--- config.mk ---
export PLATFORM = sky130hd
export DESIGN_NAME = lbag_addr_gen
export DESIGN_NICKNAME = d
export VERILOG_FILES = /design/src/rtl/lbag_pkg.sv /design/src/rtl/lbag_calc_if.sv /design/src/rtl/lbag_y_divider.sv /design/src/rtl/lbag_width_mult.sv /design/src/rtl/lbag_addr_gen.sv
export SDC_FILE = /design/constraint.sdc
export NUM_CORES = 1
export LEC_CHECK = 0
export ABC_CLOCK_PERIOD_IN_PS = 20000
export BUFFER_PORTS_ARGS = -buffer_cell sky130_fd_sc_hd__buf_2
export CORE_MARGIN = 1.5
export CORE_UTILIZATION = 65
export CTS_BUF_LIST = sky130_fd_sc_hd__clkbuf_8 sky130_fd_sc_hd__clkbuf_16
export DETAILED_ROUTE_END_ITERATION = 8
export PLACE_DENSITY = 0.85
export REMOVE_ABC_BUFFERS = 1
export SLEW_MARGIN = 30
export SYNTH_ARGS = -nofsm -noshare
export SYNTH_HDL_FRONTEND = slang
export SYNTH_SLANG_ARGS = --single-unit
--- constraint.sdc ---
create_clock -name core_clk -period 20 [get_ports core_clk]
set_clock_uncertainty 0.15 [all_clocks]
set_input_delay 3 -clock core_clk [delete_from_list [all_inputs] [get_ports core_clk]]
set_output_delay 3 -clock core_clk [all_outputs]
set_load 0.005 [all_outputs]
--- src/rtl/lbag_pkg.sv ---
/*
 * Shared constants for the localbuffer address generator: register
 * offsets, field positions, reset values, widths, states and the
 * partial-product term used to form the row count times screen width.
 * Assumes one core clock and an APB register bus with 32-bit data.
 */
package lbag_pkg;

	// widths
	localparam int ADDR_W    = 24;
	localparam int COORD_W   = 16;
	localparam int SI_W      = 8;
	localparam int PP_W      = 3;
	localparam int TEXIDX_W  = 24;
	localparam int PAGE_BITS = 9;
	localparam int ROW_W     = ADDR_W - PAGE_BITS;
	localparam int RM_W      = 10;

	// register byte offsets
	localparam logic [7:0] REG_READ_MODE = 8'h00;
	localparam logic [7:0] REG_WIN_BASE  = 8'h04;
	localparam logic [7:0] REG_SRC_OFF   = 8'h08;
	localparam logic [7:0] REG_SCREEN    = 8'h0c;
	localparam logic [7:0] REG_SCAN_INT  = 8'h10;
	localparam logic [7:0] REG_TEX_CFG   = 8'h14;
	localparam logic [7:0] REG_TEX_BASE  = 8'h18;
	localparam logic [7:0] REG_STATUS    = 8'h1c;
	localparam logic [7:0] REG_COUNTS    = 8'h20;

	// field positions
	localparam int RM_ORIGIN_BIT = 0;
	localparam int RM_PPA_LSB    = 1;
	localparam int RM_PPB_LSB    = 4;
	localparam int RM_PPC_LSB    = 7;
	localparam int SCR_W_LSB     = 0;
	localparam int SCR_H_LSB     = 16;
	localparam int PP_BASE_SHIFT = 4;

	// reset values
	localparam logic [SI_W-1:0] RST_SCAN_INT  = 8'h01;
	localparam logic [15:0]     RST_SCR_EXT   = 16'hffff;

	// texel depth codes: 32, 16, 8 or 4 bits per texel
	localparam logic [1:0] TEX_D32 = 2'h0;
	localparam logic [1:0] TEX_D16 = 2'h1;
	localparam logic [1:0] TEX_D8  = 2'h2;
	localparam logic [1:0] TEX_D4  = 2'h3;

	typedef enum logic [1:0] {
		ST_IDLE,
		ST_DIVIDE,
		ST_ADDRESS,
		ST_ISSUE
	} lbag_state_t;

	// one partial product: zero, or the row count shifted left
	function automatic logic [ADDR_W-1:0] ppTerm(
		input logic [PP_W-1:0]    sel,
		input logic [COORD_W-1:0] rows
	);
		logic [ADDR_W-1:0] wide;
		wide = {{(ADDR_W-COORD_W){1'b0}}, rows};
		if (sel == 3'h0)
			ppTerm = '0;
		else
			ppTerm = wide << (32'(sel) + PP_BASE_SHIFT);
	endfunction

endpackage

--- src/rtl/lbag_calc_if.sv ---
/*
 * Carrier between the address generator and its two arithmetic
 * helpers: the scanline divider and the partial-product summer.
 * Assumes all three share core_clk.
 */
`timescale 1ns/1ps
interface lbag_calc_if;
	import lbag_pkg::*;
	logic                start;
	logic [COORD_W-1:0]  dividend;
	logic [SI_W-1:0]     divisor;
	logic                done;
	logic [COORD_W-1:0]  quotient;
	logic [PP_W-1:0]     ppA;
	logic [PP_W-1:0]     ppB;
	logic [PP_W-1:0]     ppC;
	logic [ADDR_W-1:0]   product;

	modport ctrl (output start, dividend, divisor, ppA, ppB, ppC,
		input done, quotient, product);
	modport div (input start, dividend, divisor, output done, quotient);
	modport mult (input quotient, ppA, ppB, ppC, output product);
endinterface

--- src/rtl/lbag_y_divider.sv ---
/*
 * Sequential restoring divider for Y over the scanline interval.
 * Assumes start is a one-cycle pulse while idle; done pulses once.
 */
`timescale 1ns/1ps
module lbag_y_divider
	import lbag_pkg::*;
(
	// clock and reset
	input  wire logic core_clk,
	input  wire logic rst_n,
	// operands and result
	lbag_calc_if.div  calc
);
	typedef struct packed {
		logic               busy;
		logic               done;
		logic [4:0]         cnt;
		logic [SI_W:0]      rem;
		logic [COORD_W-1:0] quo;
		logic [SI_W-1:0]    dvs;
	} lbag_div_t;

	lbag_div_t q;
	lbag_div_t d;
	logic [SI_W:0] trial;

	// one quotient bit per cycle, or a pass-through for interval 0 or 1
	always_comb begin
		d = q;
		d.done = 1'b0;
		trial = {q.rem[SI_W-1:0], q.quo[COORD_W-1]};
		if (calc.start) begin
			d.quo = calc.dividend;
			d.rem = '0;
			d.dvs = calc.divisor;
			d.cnt = 5'(COORD_W);
			if (calc.divisor <= 8'h01) begin
				d.done = 1'b1;
			end else begin
				d.busy = 1'b1;
			end
		end else if (q.busy) begin
			if (trial >= {1'b0, q.dvs}) begin
				d.rem = trial - {1'b0, q.dvs};
				d.quo = {q.quo[COORD_W-2:0], 1'b1};
			end else begin
				d.rem = trial;
				d.quo = {q.quo[COORD_W-2:0], 1'b0};
			end
			d.cnt = q.cnt - 5'h01;
			if (q.cnt == 5'h01) begin
				d.busy = 1'b0;
				d.done = 1'b1;
			end
		end
	end

	// state register
	always_ff @(posedge core_clk or negedge rst_n) begin
		if (!rst_n)
			q <= '0;
		else
			q <= d;
	end

	assign calc.done     = q.done;
	assign calc.quotient = q.quo;
endmodule

--- src/rtl/lbag_width_mult.sv ---
/*
 * Forms rows times screen width as the sum of three selected
 * partial products, with no multiplier.
 * Assumes the quotient is held stable while the product is used.
 */
`timescale 1ns/1ps
module lbag_width_mult
	import lbag_pkg::*;
(
	// operands and product
	lbag_calc_if.mult calc
);
	// three shifted copies, each enabled by its own field
	assign calc.product = ppTerm(calc.ppA, calc.quotient)
		+ ppTerm(calc.ppB, calc.quotient)
		+ ppTerm(calc.ppC, calc.quotient);
endmodule

--- src/rtl/lbag_addr_gen.sv ---
/*
 * Localbuffer address generator: turns rasterizer fragments into
 * destination and copy-source addresses and texture indices into
 * packed texture-store word addresses, with two page detectors.
 * Assumes rasterizer, memory controller and APB master all run on
 * core_clk; memory requests hold until memReady is seen high.
 */
`timescale 1ns/1ps

module lbag_addr_gen
	import lbag_pkg::*;
(
	// clock and reset
	input  wire logic                             core_clk,
	input  wire logic                             rst_n,
	// apb slave
	input  wire logic [7:0]                       paddr,
	input  wire logic                             psel,
	input  wire logic                             penable,
	input  wire logic                             pwrite,
	input  wire logic [31:0]                      pwdata,
	input  wire logic [3:0]                       pstrb,
	output logic      [31:0]                      prdata,
	output logic                                  pready,
	output logic                                  pslverr,
	// fragments from the rasterizer
	input  wire logic                             fragValid,
	input  wire logic [lbag_pkg::COORD_W-1:0]     fragX,
	input  wire logic [lbag_pkg::COORD_W-1:0]     fragY,
	output logic                                  fragReady,
	// texture store requests
	input  wire logic                             texValid,
	input  wire logic [lbag_pkg::TEXIDX_W-1:0]    texIndex,
	output logic                                  texReady,
	// localbuffer memory side
	input  wire logic                             memReady,
	output logic                                  memValid,
	output logic      [lbag_pkg::ADDR_W-1:0]      memAddr,
	output logic      [lbag_pkg::ADDR_W-1:0]      memSrcAddr,
	output logic                                  memIsTexture,
	output logic                                  memPageHit,
	output logic      [2:0]                       memTexLane,
	output logic      [1:0]                       memTexDepth
);
	import lbag_pkg::*;

	typedef struct packed {
		lbag_state_t          st;
		logic [RM_W-1:0]      readMode;
		logic [ADDR_W-1:0]    winBase;
		logic [ADDR_W-1:0]    srcOff;
		logic [ADDR_W-1:0]    texBase;
		logic [15:0]          scrW;
		logic [15:0]          scrH;
		logic [SI_W-1:0]      scanInt;
		logic [1:0]           texDepth;
		logic                 pready;
		logic [31:0]          prdata;
		logic                 pslverr;
		logic [COORD_W-1:0]   x;
		logic                 start;
		logic                 fragReady;
		logic                 texReady;
		logic                 memValid;
		logic [ADDR_W-1:0]    memAddr;
		logic [ADDR_W-1:0]    memSrcAddr;
		logic                 memIsTex;
		logic                 memPageHit;
		logic [2:0]           memLane;
		logic [1:0]           memDepth;
		logic [ROW_W-1:0]     pixRow;
		logic [ROW_W-1:0]     texRow;
		logic                 pixOpen;
		logic                 texOpen;
		logic [COORD_W-1:0]   divY;
		logic [15:0]          discards;
		logic [15:0]          accepted;
	} lbag_main_t;

	lbag_main_t q;
	lbag_main_t d;

	lbag_calc_if calc ();

	// byte-lane merge of a write into an old register image
	function automatic logic [31:0] strbMerge(
		input logic [31:0] old,
		input logic [31:0] wd,
		input logic [3:0]  strb
	);
		logic [31:0] r;
		r = old;
		for (int b = 0; b < 4; b++) begin
			if (strb[b])
				r[8*b +: 8] = wd[8*b +: 8];
		end
		return r;
	endfunction

	// page detector: same row as the last open one
	function automatic logic pageMatch(
		input logic [ADDR_W-1:0] addr,
		input logic [ROW_W-1:0]  row,
		input logic              open
	);
		return open && (addr[ADDR_W-1:PAGE_BITS] == row);
	endfunction

	// widen a coordinate to an address
	function automatic logic [ADDR_W-1:0] widen(
		input logic [COORD_W-1:0] c
	);
		return {{(ADDR_W-COORD_W){1'b0}}, c};
	endfunction

	// arithmetic helpers
	lbag_y_divider u_div (
		.core_clk (core_clk),
		.rst_n    (rst_n),
		.calc     (calc.div)
	);

	lbag_width_mult u_mult (
		.calc (calc.mult)
	);

	// operands handed to the helpers
	assign calc.start    = q.start;
	assign calc.dividend = q.divY;
	assign calc.divisor  = q.scanInt;
	assign calc.ppA      = q.readMode[RM_PPA_LSB +: PP_W];
	assign calc.ppB      = q.readMode[RM_PPB_LSB +: PP_W];
	assign calc.ppC      = q.readMode[RM_PPC_LSB +: PP_W];

	logic              apbSetup;
	logic              apbDone;
	logic              fragTake;
	logic              texTake;
	logic              fragOut;
	logic [ADDR_W-1:0] rowsTimesW;
	logic [ADDR_W-1:0] dstAddr;
	logic [ADDR_W-1:0] wordIdx;
	logic [ADDR_W-1:0] texAddr;
	logic [2:0]        laneMask;
	logic [31:0]       rdWord;
	logic [31:0]       scrMerge;
	logic              rdOk;

	// handshake and decode terms
	always_comb begin
		apbSetup = psel && !penable && !q.pready;
		apbDone  = psel && penable && q.pready;
		fragTake = (q.st == ST_IDLE) && q.fragReady && fragValid;
		texTake  = (q.st == ST_IDLE) && q.texReady && texValid
			&& !fragValid;
		// negative or past the programmed extent is dropped
		fragOut  = fragX[COORD_W-1] || fragY[COORD_W-1]
			|| (fragX > q.scrW) || (fragY > q.scrH);
		rowsTimesW = calc.product;
		if (q.readMode[RM_ORIGIN_BIT])
			dstAddr = q.winBase - rowsTimesW + widen(q.x);
		else
			dstAddr = q.winBase + rowsTimesW + widen(q.x);
		// texels narrower than a word share it; lane picks the texel
		unique case (q.texDepth)
			TEX_D32: begin
				wordIdx  = texIndex;
				laneMask = 3'h0;
			end
			TEX_D16: begin
				wordIdx  = texIndex >> 1;
				laneMask = 3'h1;
			end
			TEX_D8: begin
				wordIdx  = texIndex >> 2;
				laneMask = 3'h3;
			end
			TEX_D4: begin
				wordIdx  = texIndex >> 3;
				laneMask = 3'h7;
			end
		endcase
		texAddr = q.texBase + wordIdx;
		scrMerge = strbMerge({q.scrH, q.scrW}, pwdata, pstrb);
	end

	// register read image
	always_comb begin
		rdOk   = 1'b1;
		rdWord = 32'h0;
		unique case (paddr)
			REG_READ_MODE: rdWord = 32'(q.readMode);
			REG_WIN_BASE:  rdWord = 32'(q.winBase);
			REG_SRC_OFF:   rdWord = 32'(q.srcOff);
			REG_SCREEN:    rdWord = {q.scrH, q.scrW};
			REG_SCAN_INT:  rdWord = 32'(q.scanInt);
			REG_TEX_CFG:   rdWord = 32'(q.texDepth);
			REG_TEX_BASE:  rdWord = 32'(q.texBase);
			REG_STATUS:    rdWord = {26'h0, q.texOpen, q.pixOpen,
				q.memValid, q.fragReady, q.st};
			REG_COUNTS:    rdWord = {q.accepted, q.discards};
			default:       rdOk = 1'b0;
		endcase
	end

	// next state of the whole block
	always_comb begin
		d = q;
		d.start = 1'b0;

		// apb: answer in the first access cycle
		d.pready = apbSetup;
		if (apbSetup) begin
			d.prdata  = pwrite ? 32'h0 : rdWord;
			d.pslverr = !rdOk || (pwrite && ((paddr == REG_STATUS)
				|| (paddr == REG_COUNTS)));
		end
		if (apbDone && pwrite && !q.pslverr) begin
			unique case (paddr)
				REG_READ_MODE: d.readMode = RM_W'(strbMerge(
					32'(q.readMode), pwdata, pstrb));
				REG_WIN_BASE: d.winBase = ADDR_W'(strbMerge(
					32'(q.winBase), pwdata, pstrb));
				REG_SRC_OFF: d.srcOff = ADDR_W'(strbMerge(
					32'(q.srcOff), pwdata, pstrb));
				REG_SCREEN: begin
					d.scrW = scrMerge[SCR_W_LSB +: 16];
					d.scrH = scrMerge[SCR_H_LSB +: 16];
				end
				REG_SCAN_INT: d.scanInt = SI_W'(strbMerge(
					32'(q.scanInt), pwdata, pstrb));
				REG_TEX_CFG: d.texDepth = 2'(strbMerge(
					32'(q.texDepth), pwdata, pstrb));
				REG_TEX_BASE: d.texBase = ADDR_W'(strbMerge(
					32'(q.texBase), pwdata, pstrb));
				default: d.readMode = q.readMode;
			endcase
		end

		// fragment and texture sequencing
		unique case (q.st)
			ST_IDLE: begin
				if (fragTake) begin
					if (fragOut) begin
						d.discards = q.discards + 16'h1;
					end else begin
						d.x         = fragX;
						d.divY      = fragY;
						d.start     = 1'b1;
						d.fragReady = 1'b0;
						d.texReady  = 1'b0;
						d.accepted  = q.accepted + 16'h1;
						d.st        = ST_DIVIDE;
					end
				end else if (texTake) begin
					d.memValid   = 1'b1;
					d.memAddr    = texAddr;
					d.memSrcAddr = texAddr;
					d.memIsTex   = 1'b1;
					d.memLane    = texIndex[2:0] & laneMask;
					d.memDepth   = q.texDepth;
					d.memPageHit = pageMatch(texAddr, q.texRow,
						q.texOpen);
					d.fragReady  = 1'b0;
					d.texReady   = 1'b0;
					d.st         = ST_ISSUE;
				end
			end
			ST_DIVIDE: begin
				if (calc.done)
					d.st = ST_ADDRESS;
			end
			ST_ADDRESS: begin
				d.memValid   = 1'b1;
				d.memAddr    = dstAddr;
				d.memSrcAddr = dstAddr + q.srcOff;
				d.memIsTex   = 1'b0;
				d.memLane    = 3'h0;
				d.memDepth   = TEX_D32;
				d.memPageHit = pageMatch(dstAddr, q.pixRow,
					q.pixOpen);
				d.st         = ST_ISSUE;
			end
			ST_ISSUE: begin
				if (memReady) begin
					// each detector remembers only its own stream
					if (q.memIsTex) begin
						d.texRow  = q.memAddr[ADDR_W-1:PAGE_BITS];
						d.texOpen = 1'b1;
					end else begin
						d.pixRow  = q.memAddr[ADDR_W-1:PAGE_BITS];
						d.pixOpen = 1'b1;
					end
					d.memValid  = 1'b0;
					d.fragReady = 1'b1;
					d.texReady  = 1'b1;
					d.st        = ST_IDLE;
				end
			end
		endcase
	end

	// state register
	always_ff @(posedge core_clk or negedge rst_n) begin
		if (!rst_n) begin
			q           <= '0;
			q.st        <= ST_IDLE;
			q.scanInt   <= RST_SCAN_INT;
			q.scrW      <= RST_SCR_EXT;
			q.scrH      <= RST_SCR_EXT;
			q.fragReady <= 1'b1;
			q.texReady  <= 1'b1;
		end else begin
			q <= d;
		end
	end

	// outputs straight from the state register
	assign prdata       = q.prdata;
	assign pready       = q.pready;
	assign pslverr      = q.pslverr;
	assign fragReady    = q.fragReady;
	assign texReady     = q.texReady;
	assign memValid     = q.memValid;
	assign memAddr      = q.memAddr;
	assign memSrcAddr   = q.memSrcAddr;
	assign memIsTexture = q.memIsTex;
	assign memPageHit   = q.memPageHit;
	assign memTexLane   = q.memLane;
	assign memTexDepth  = q.memDepth;
endmodule

==> results of run 1 <==
[report_power, final]
part / internal (µW) / switching, µW
combinational: 709 / 1030
clock: 450 / 320
sequential: 856 / 159
[metal layers]
metal / wire (µm) / GRT usage
met2: 38800 / 0.627
met5: 28 / 0
met4: 4440 / 0.199
met3: 6620 / 0.0513
met1: 34400 / 0.523
[cells in the mapped netlist, drive strengths merged (8+ instances only)]
master	instances	share of area
dfrtp	319	0.29
inv	243	0.033
nand2	240	0.033
o21ai	184	0.034
a21oi	179	0.033
ha	179	0.082
nor2	171	0.024
mux2	151	0.062
clkbuf	114	0.016
buf	108	0.027
mux2i	103	0.038
xnor2	83	0.027
xor2	73	0.023
a21o	71	0.020
a22oi	61	0.017
fa	60	0.044
nor3	57	0.010
nand3	49	0.0090
nand4	35	0.0080
dfstp	34	0.033
nor2b	34	0.0078
o21a	31	0.0085
and3	29	0.0067
a211oi	28	0.0079
a222oi	26	0.0096
a31oi	25	0.0057
nand2b	22	0.0051
mux4	21	0.017
and2	18	0.0041
nor4	16	0.0037
or3	16	0.0039
a211o	11	0.0035
nand3b	11	0.0030
o211ai	11	0.0030
a21boi	10	0.0028
o21bai	10	0.0028
a2111oi	8	0.0028
o31ai	8	0.0022
[metrics by stage]
stage	instances	setup WS (ns)	utilization	instance area [µm²]	hold WS (ns)
final	3563	10.91	0.717	29500	0.322
after global routing	3562	10.42	0.717	29500	0.337
after CTS	3560	11.05	0.715	29400	0.325
after detailed placement	3488	11.09	0.683	28100	0.310
after global placement	3487	11.23	0.682	28000	0.299
after floorplan	2734	11.86	-	26100	0.292
[kinds of logic after synthesis]
logic type / Yosys count / synth area share
other: 1 / 0.000138
AOI/OAI and AO/OA: 722 / 0.172
DFF: 353 / 0.326
xor gates and xnor gates: 162 / 0.0552
adders and majority gates: 239 / 0.126
and+or+nand+nor: 725 / 0.127
muxes: 275 / 0.118
buffers and inverters: 465 / 0.0761
[state kept, by name (all words and copies together), names as in the netlist, 3 cells and up]
| name | cells |
|---|---|
| calc.dividend | 16 |
| calc.divisor | 8 |
| calc.ppA | 3 |
| calc.ppB | 3 |
| calc.ppC | 3 |
| memAddr | 24 |
| memSrcAddr | 24 |
| memTexLane | 3 |
| prdata | 32 |
| q | 189 |
| u_div.calc.quotient | 16 |
| u_div.q | 22 |
[layout make-up]
cell class / count / area share
inverters: 243 / 0.0310
well taps: 532 / 0.0226
diodes: 2 / 0.000170
repair buffers: 223 / 0.0415
clock inverters: 28 / 0.00939
multi-input cells: 2138 / 0.558
clock buffers: 44 / 0.0362
flip-flops and latches: 353 / 0.301
[cell usage in the layout, fill, tap and decap left out, drive strengths merged, types with 60 or more instances in the layout]
cell type / synthesis / final
a22oi: 61 / 61
fa: 60 / 60
dfrtp: 319 / 319
xnor2: 83 / 83
nor2: 171 / 171
mux2: 151 / 151
mux2i: 103 / 103
a21o: 71 / 71
ha: 179 / 179
a21oi: 179 / 179
nand2: 240 / 240
xor2: 73 / 73
buf: 108 / 223
o21ai: 184 / 184
inv: 243 / 255
[worst max-delay path: cells and delay by family, from the launching register on]
kind            cells  cell delay (ns)
simple gates        6             1.85
compound gates     16             3.57
buf+inv             1             0.05
flops               1             0.96
xor+xnor            2             0.45
fa+ha+maj           5             1.91
[worst paths after layout]
check / start / end / slack, ns / cells past startpoint
hold reg to reg: memTexLane[1]$_DFFE_PN0P_ / memTexLane[1]$_DFFE_PN0P_ / 0.32 / 2
setup reg to reg: calc.ppC[1]$_DFFE_PN0P_ / memSrcAddr[23]$_DFFE_PN0P_ / 10.91 / 30
hold / removal: memTexLane[1]$_DFFE_PN0P_ / memTexLane[1]$_DFFE_PN0P_ / 0.32 / 2
min in group asynchronous: rst_n / u_div.q[27]$_DFFE_PN0P_ / 2.23 / 1
setup / recovery: calc.ppC[1]$_DFFE_PN0P_ / memSrcAddr[23]$_DFFE_PN0P_ / 10.91 / 30
max in group asynchronous: rst_n / memSrcAddr[22]$_DFFE_PN0P_ / 15.64 / 3
==> flow_results.xml, run 1 <==
<?xml version="1.0" encoding="UTF-8"?>
<metrics>
  <group name="drt">
    <metric name="remaining_drc_errors" unit="">0</metric>
    <metric name="iteration_0_drc_markers" unit="">2782</metric>
    <metric name="total_via_count_in_the_routed_design" unit="">23383</metric>
    <metric name="postRouteAntennaNets" unit="">0</metric>
    <metric name="avgViaCountPerCell" unit="">6.56</metric>
    <metric name="routedWlPerCell" unit="µm">23.7</metric>
    <metric name="firstDrtPassIters" unit="">8</metric>
    <metric name="total_detailed_routing_wirelength" unit="µm">84300</metric>
  </group>
  <group name="timing">
    <metric name="worst_slew_margin_rel" unit="">0.305</metric>
    <metric name="timing.final.crit_period" unit="ns">9.09</metric>
    <metric name="slew_violations" unit="">0</metric>
    <metric name="hold_viol_final" unit="">0</metric>
    <metric name="timing.final.setup_violations" unit="">0</metric>
    <metric name="clock.fmax" unit="GHz">0.110</metric>
    <metric name="timing.setup.tns" unit="ns">0</metric>
    <metric name="worst-slew-pin-transition" unit="ns">1.04</metric>
    <metric name="setup_repair_after_global_routing_missed_its_margin" unit="">no</metric>
    <metric name="timing.final.crit_share" unit="">0.454</metric>
  </group>
  <group name="synthesis">
    <metric name="postSynth.topFlopCell" unit="">sky130_fd_sc_hd__dfrtp_1</metric>
    <metric name="average_footprint_of_a_synthesized_cell" unit="µm²">9.26</metric>
    <metric name="yosysWarningCount" unit="">0</metric>
    <metric name="asyncSetResetFlopFracSynth" unit="">1.00</metric>
    <metric name="syn_area" unit="mm²">0.0272</metric>
    <metric name="synth-seq-cells" unit="">353</metric>
    <metric name="post_synth_inst_count" unit="">2942</metric>
    <metric name="synth-edff-count" unit="">0</metric>
    <metric name="synth_seq_area_share" unit="">0.326</metric>
    <metric name="ys_types" unit="">84</metric>
  </group>
  <group name="critical_path">
    <metric name="max_stage_delay" unit="ns">0.96</metric>
    <metric name="timing.critical_path.mode_cell" unit="">sky130_fd_sc_hd__a21oi_1</metric>
    <metric name="critPathMaxFanout" unit="">24</metric>
    <metric name="arrival" unit="ns">9.38</metric>
    <metric name="critical_path_class" unit="">reg -&gt; reg</metric>
    <metric name="cpMaxStageDelayCell" unit="">sky130_fd_sc_hd__dfrtp_1</metric>
    <metric name="critPathCaptureType" unit="">register</metric>
    <metric name="cp.required" unit="ns">20.29</metric>
    <metric name="startpoint_type" unit="">register</metric>
  </group>
  <group name="die">
    <metric name="die_height" unit="µm">208</metric>
    <metric name="ios" unit="">200</metric>
    <metric name="core-area" unit="mm²">0.0411</metric>
    <metric name="die_area" unit="mm²">0.0431</metric>
    <metric name="placementRows" unit="">74</metric>
    <metric name="initial_core_util" unit="">0.662</metric>
    <metric name="floorplan.die.width" unit="µm">208</metric>
  </group>
  <group name="clocking">
    <metric name="clock_path_buffers" unit="">3</metric>
    <metric name="post-cts-setup-buffers" unit="">0</metric>
    <metric name="tritoncts" unit="">built</metric>
    <metric name="worst_skew_pair_latency" unit="ns">0.58</metric>
    <metric name="post_cts_resized" unit="">0</metric>
    <metric name="cts-buffers-inserted" unit="">40</metric>
    <metric name="clk_transition_reported_paths" unit="ns">0.06</metric>
    <metric name="cts-hold-fix-buffers" unit="">0</metric>
    <metric name="numClockSinks" unit="">353</metric>
    <metric name="clock-root-buffer" unit="">sky130_fd_sc_hd__clkbuf_16</metric>
    <metric name="htreeDepth" unit="">2</metric>
  </group>
  <group name="pwr">
    <metric name="power_per_cell_area" unit="mW/mm²">120</metric>
    <metric name="power.static_leakage" unit="µW">0.0143</metric>
    <metric name="ir_drop" unit="mV">0.0935</metric>
    <metric name="report.power.total" unit="µW">3530</metric>
  </group>
  <group name="cells_and_area">
    <metric name="filler_instances" unit="">3081</metric>
    <metric name="fraction_of_final_layout_cells_sized_beyond_drive_strength_1" unit="">0.175</metric>
    <metric name="areaGrowthSynthToFinish" unit="%">8.19</metric>
    <metric name="area.sequential" unit="mm²">0.00888</metric>
    <metric name="multi_input_area" unit="mm²">0.0164</metric>
    <metric name="nets" unit="">3346</metric>
  </group>
  <group name="global_route">
    <metric name="number_of_global_route_vias_before_repair" unit="">23015</metric>
    <metric name="wire_length_of_the_first_global_routing_pass" unit="µm">131000</metric>
    <metric name="grt.total_usage" unit="">0.391</metric>
    <metric name="grt_max_degree" unit="">80</metric>
    <metric name="antenna_found_initial" unit="">5</metric>
    <metric name="overflow" unit="">0</metric>
  </group>
  <group name="placed_design">
    <metric name="hpwlAfterDp" unit="µm">64300</metric>
    <metric name="gp_routability_congestion" unit="">1.01</metric>
    <metric name="io_buffers" unit="">199</metric>
  </group>
  <group name="flow_run">
    <metric name="maxCapViolations" unit="">0</metric>
  </group>
  <group name="worst_hold_path">
    <metric name="min-delay-path-class" unit="">reg -&gt; reg</metric>
  </group>
  <group name="outcome">
    <metric name="outcome" unit="">finished, final reports clean</metric>
  </group>
</metrics>
No activity file was read; power rests on OpenSTA's default activity.
==> run 2: changes to the inputs <==
Settings changed: ABC_AREA set to 1, ABC_CLOCK_PERIOD_IN_PS 20000 to 7300, CORE_UTILIZATION 65 to 56, PLACE_DENSITY 0.85 to 0.78.
Clock period 20 ns to 7.3 ns, I/O delays scaled along.
==> run 2 against run 1 <==
Die area increased by 21%. Flip-flop and latch count unchanged. Via count increased by 21%. Register-to-register slack got worse by 11 ns. Global-route usage decreased by 0.17 points. Power increased by 60%. Clock power increased to 2.8 times the previous value. Core utilization decreased by 8.1 points. Critical path type unchanged. Critical endpoint is now memSrcAddr[22]$_DFFE_PN0P_. Highest routed layer is now met4.
==> flow_results.xml, run 2 <==
<?xml version="1.0" encoding="UTF-8"?>
<metrics>
  <group name="outcome">
    <metric name="outcome" unit="">finished, final reports clean</metric>
  </group>
  <group name="global_route">
    <metric name="overflow" unit="">0</metric>
    <metric name="grt.total_usage" unit="">0.389</metric>
    <metric name="wire_length_of_the_first_global_routing_pass" unit="µm">157000</metric>
    <metric name="grt_max_degree" unit="">115</metric>
    <metric name="antenna_found_initial" unit="">4</metric>
    <metric name="number_of_global_route_vias_before_repair" unit="">26935</metric>
  </group>
  <group name="synthesis">
    <metric name="synth-edff-count" unit="">0</metric>
    <metric name="asyncSetResetFlopFracSynth" unit="">1.00</metric>
    <metric name="ys_types" unit="">63</metric>
    <metric name="yosysWarningCount" unit="">0</metric>
    <metric name="yosys.area.top_type_share" unit="">0.280</metric>
    <metric name="synth.most_common_cell" unit="">sky130_fd_sc_hd__nand2_1</metric>
    <metric name="synth-seq-cells" unit="">353</metric>
    <metric name="post_synth_inst_count" unit="">4026</metric>
    <metric name="leading_cell_types_by_count_after_synthesis" unit="">sky130_fd_sc_hd__nand2_1, sky130_fd_sc_hd__inv_1, sky130_fd_sc_hd__o21ai_0, sky130_fd_sc_hd__dfrtp_1, sky130_fd_sc_hd__nand3_1</metric>
    <metric name="postSynth.topFlopCell" unit="">sky130_fd_sc_hd__dfrtp_1</metric>
    <metric name="syn_area" unit="mm²">0.0285</metric>
    <metric name="synth_seq_area_share" unit="">0.312</metric>
    <metric name="synth_largest_area_cell" unit="">sky130_fd_sc_hd__dfrtp_1</metric>
    <metric name="synthTopCellsByArea" unit="">sky130_fd_sc_hd__dfrtp_1, sky130_fd_sc_hd__nand2_1, sky130_fd_sc_hd__inv_1, sky130_fd_sc_hd__ha_1, sky130_fd_sc_hd__o21ai_0</metric>
    <metric name="average_footprint_of_a_synthesized_cell" unit="µm²">7.07</metric>
  </group>
  <group name="critical_path">
    <metric name="max_stage_delay" unit="ns">0.56</metric>
    <metric name="critical_path_class" unit="">reg -&gt; reg</metric>
    <metric name="critPathMaxFanout" unit="">7</metric>
    <metric name="critPathCaptureType" unit="">register</metric>
    <metric name="path_buf_inv" unit="">6</metric>
    <metric name="cp.required" unit="ns">7.62</metric>
    <metric name="timing.critical_path.mode_cell" unit="">sky130_fd_sc_hd__nand2_1</metric>
    <metric name="rrSetupSlack" unit="ns">0.37</metric>
    <metric name="timing.rr.start" unit="">u_div.calc.quotient[8]$_DFFE_PN0P_</metric>
    <metric name="crit_family" unit="">adder cells</metric>
    <metric name="cpMaxStageDelayCell" unit="">sky130_fd_sc_hd__fa_1</metric>
    <metric name="startpoint_type" unit="">register</metric>
    <metric name="r2r_end" unit="">memSrcAddr[22]$_DFFE_PN0P_</metric>
    <metric name="timing.reg2reg.worst_path_depth" unit="">34</metric>
    <metric name="critPathLaunch" unit="">u_div.calc.quotient[8]$_DFFE_PN0P_</metric>
    <metric name="arrival" unit="ns">7.25</metric>
  </group>
  <group name="drt">
    <metric name="remaining_drc_errors" unit="">0</metric>
    <metric name="total_via_count_in_the_routed_design" unit="">28266</metric>
    <metric name="firstDrtPassIters" unit="">6</metric>
    <metric name="postRouteAntennaNets" unit="">0</metric>
    <metric name="avgViaCountPerCell" unit="">5.78</metric>
    <metric name="routedWlPerCell" unit="µm">20.8</metric>
    <metric name="iteration_0_drc_markers" unit="">3136</metric>
    <metric name="total_detailed_routing_wirelength" unit="µm">102000</metric>
  </group>
  <group name="die">
    <metric name="placementRows" unit="">82</metric>
    <metric name="die_area" unit="mm²">0.0522</metric>
    <metric name="floorplan.die.width" unit="µm">228</metric>
    <metric name="core-area" unit="mm²">0.0502</metric>
    <metric name="die_height" unit="µm">228</metric>
    <metric name="initial_core_util" unit="">0.567</metric>
    <metric name="ios" unit="">200</metric>
  </group>
  <group name="placed_design">
    <metric name="gp_routability_congestion" unit="">1.01</metric>
    <metric name="dpl-instance-area" unit="mm²">0.0300</metric>
    <metric name="hpwlAfterDp" unit="µm">80700</metric>
    <metric name="io_buffers" unit="">199</metric>
  </group>
  <group name="timing">
    <metric name="worst_slew_margin_rel" unit="">0.368</metric>
    <metric name="timing.final.setup_violations" unit="">0</metric>
    <metric name="timing.setup.tns" unit="ns">0</metric>
    <metric name="timing.final.crit_share" unit="">0.949</metric>
    <metric name="timing.final.crit_period" unit="ns">6.93</metric>
    <metric name="hold_viol_final" unit="">0</metric>
    <metric name="worst-slew-pin-transition" unit="ns">0.938</metric>
    <metric name="slew_violations" unit="">0</metric>
    <metric name="clock.fmax" unit="GHz">0.144</metric>
  </group>
  <group name="worst_hold_path">
    <metric name="min-delay-path-class" unit="">reg -&gt; reg</metric>
    <metric name="worst_hold_startpoint" unit="">u_div.q[37]$_DFFE_PN0P_</metric>
    <metric name="hold_depth" unit="">1</metric>
    <metric name="destination_of_the_worst_hold_path" unit="">u_div.q[37]$_DFFE_PN0P_</metric>
  </group>
  <group name="cells_and_area">
    <metric name="fraction_of_final_layout_cells_sized_beyond_drive_strength_1" unit="">0.130</metric>
    <metric name="top_register" unit="">q</metric>
    <metric name="largest_register_ff_count" unit="">189</metric>
    <metric name="areaGrowthSynthToFinish" unit="%">12.1</metric>
    <metric name="most_common_cell_after_layout_fill_and_taps_aside" unit="">sky130_fd_sc_hd__nand2_1</metric>
    <metric name="mostFrequentLayoutCells" unit="">sky130_fd_sc_hd__nand2_1, sky130_fd_sc_hd__inv_1, sky130_fd_sc_hd__o21ai_0</metric>
    <metric name="nets" unit="">4530</metric>
    <metric name="post_layout_inst_area" unit="mm²">0.0319</metric>
  </group>
  <group name="clocking">
    <metric name="clock_path_buffers" unit="">3</metric>
    <metric name="numClockSinks" unit="">353</metric>
    <metric name="htreeDepth" unit="">2</metric>
    <metric name="cts-hold-fix-buffers" unit="">0</metric>
    <metric name="worst_skew_pair_latency" unit="ns">0.59</metric>
    <metric name="clk_transition_reported_paths" unit="ns">0.06</metric>
    <metric name="tritoncts" unit="">built</metric>
    <metric name="cts-buffers-inserted" unit="">41</metric>
    <metric name="clock-root-buffer" unit="">sky130_fd_sc_hd__clkbuf_16</metric>
  </group>
  <group name="pwr">
    <metric name="power.share.switching" unit="">0.344</metric>
    <metric name="relative_contribution_of_combinational_cells_to_total_power" unit="">0.263</metric>
    <metric name="power_per_cell_area" unit="mW/mm²">177</metric>
    <metric name="power.static_leakage" unit="µW">0.0164</metric>
    <metric name="switching_power" unit="µW">1940</metric>
    <metric name="power_frac_seq" unit="">0.351</metric>
    <metric name="power_report.internal_total" unit="µW">3700</metric>
    <metric name="ir_drop" unit="mV">0.172</metric>
    <metric name="clock_power_share" unit="">0.386</metric>
  </group>
  <group name="flow_run">
    <metric name="maxCapViolations" unit="">0</metric>
  </group>
</metrics>
run 2: cell types whose count changed in the layout (fill, tap and decap cells not counted), sizes merged, moves of 38 or more:
cell,before,now
nand2,240,1027
inv,255,696
o21ai,184,428
nand3,49,220
mux2,151,8
o22ai,4,92
mux2i,103,22
buf,223,299
xnor2,83,16
a21o,71,11
nor2,171,209
run 2: metal layers:
| metal | part of all wire | wire, µm | global-route usage |
|---|---|---|---|
| met2 | 0.43 | 44200 | 0.594 |
| met1 | 0.42 | 42300 | 0.541 |
| met4 | 0.044 | 4450 | 0.154 |
| met5 | 0 | 0 | 0 |
| met3 | 0.11 | 10800 | 0.0812 |
run 2: worst reg2reg max path, delay by kind of cell (launching register included):
kind                     cells  cell delay (ns)
flip-flops                   1             0.50
multiplexers                 1             0.20
buffers and inverters        6             0.59
AND/OR/NAND/NOR             15             2.04
AO/OA/AOI/OAI                6             0.94
adder cells (fa/ha/maj)      5             2.15
XOR/XNOR                     1             0.24
run 2: final cells by class:
class | count | area [µm²]
timing repair inverter | 1 | 5.00
clock buffer | 48 | 1120
fill | 4571 | 18300
clock inverter | 27 | 288
inverter | 691 | 2600
antenna | 2 | 5.00
sequential | 353 | 8880
timing repair buffer | 301 | 1800
tap | 672 | 841
multi-input combinational | 2794 | 16400
run 2: repair_timing:
item                       CTS  global route
setup endpoints to repair    2            10
setup buffers                0            13
resized for setup            2           112
pin swaps                    0            16
cloned                       0             1
run 2: power groups by stage:
stage | sequential [µW] | clock, µW | combinational [µW]
after floorplan | 2010 | 0 | 873
after global placement | 2010 | 0 | 1390
after detailed placement | 2010 | 0 | 1400
after CTS | 1980 | 2190 | 1410
after global routing | 1980 | 2270 | 1620
final | 1980 | 2180 | 1490
run 2: metrics by stage:
stage,std cells,hold WS (ns),total power (µW),setup slack [ns],util
detailed placement,4798,0.320,3420,-0.0816,0.597
finish,4889,0.337,5640,0.371,0.636
global route,4889,0.355,5870,-0.0544,0.636
global placement,4798,0.316,3400,-0.118,0.597
floorplan,3838,0.285,2880,0.533,-
CTS,4873,0.335,5580,0.0601,0.626
run 2: worst max-delay path by stage:
stage          slack, ns  cells past startpoint                          to
5_1_grt            -0.05                     38  memSrcAddr[22]$_DFFE_PN0P_
3_5_place_dp       -0.08                     34  memSrcAddr[23]$_DFFE_PN0P_
2_1_floorplan       0.53                     40  memSrcAddr[23]$_DFFE_PN0P_
3_3_place_gp       -0.12                     34  memSrcAddr[23]$_DFFE_PN0P_
6_report            0.37                     34  memSrcAddr[22]$_DFFE_PN0P_
4_1_cts             0.06                     34  memSrcAddr[23]$_DFFE_PN0P_
run 2: kinds of logic after synthesis:
logic type      after synthesis  synth area share
other cells                   1          0.000132
xor+xnor                     70            0.0230
fa+ha+maj                   239             0.121
buf+inv                     893             0.130
simple gates               1584             0.234
compound gates              856             0.169
mux                          30            0.0109
flops                       353             0.312
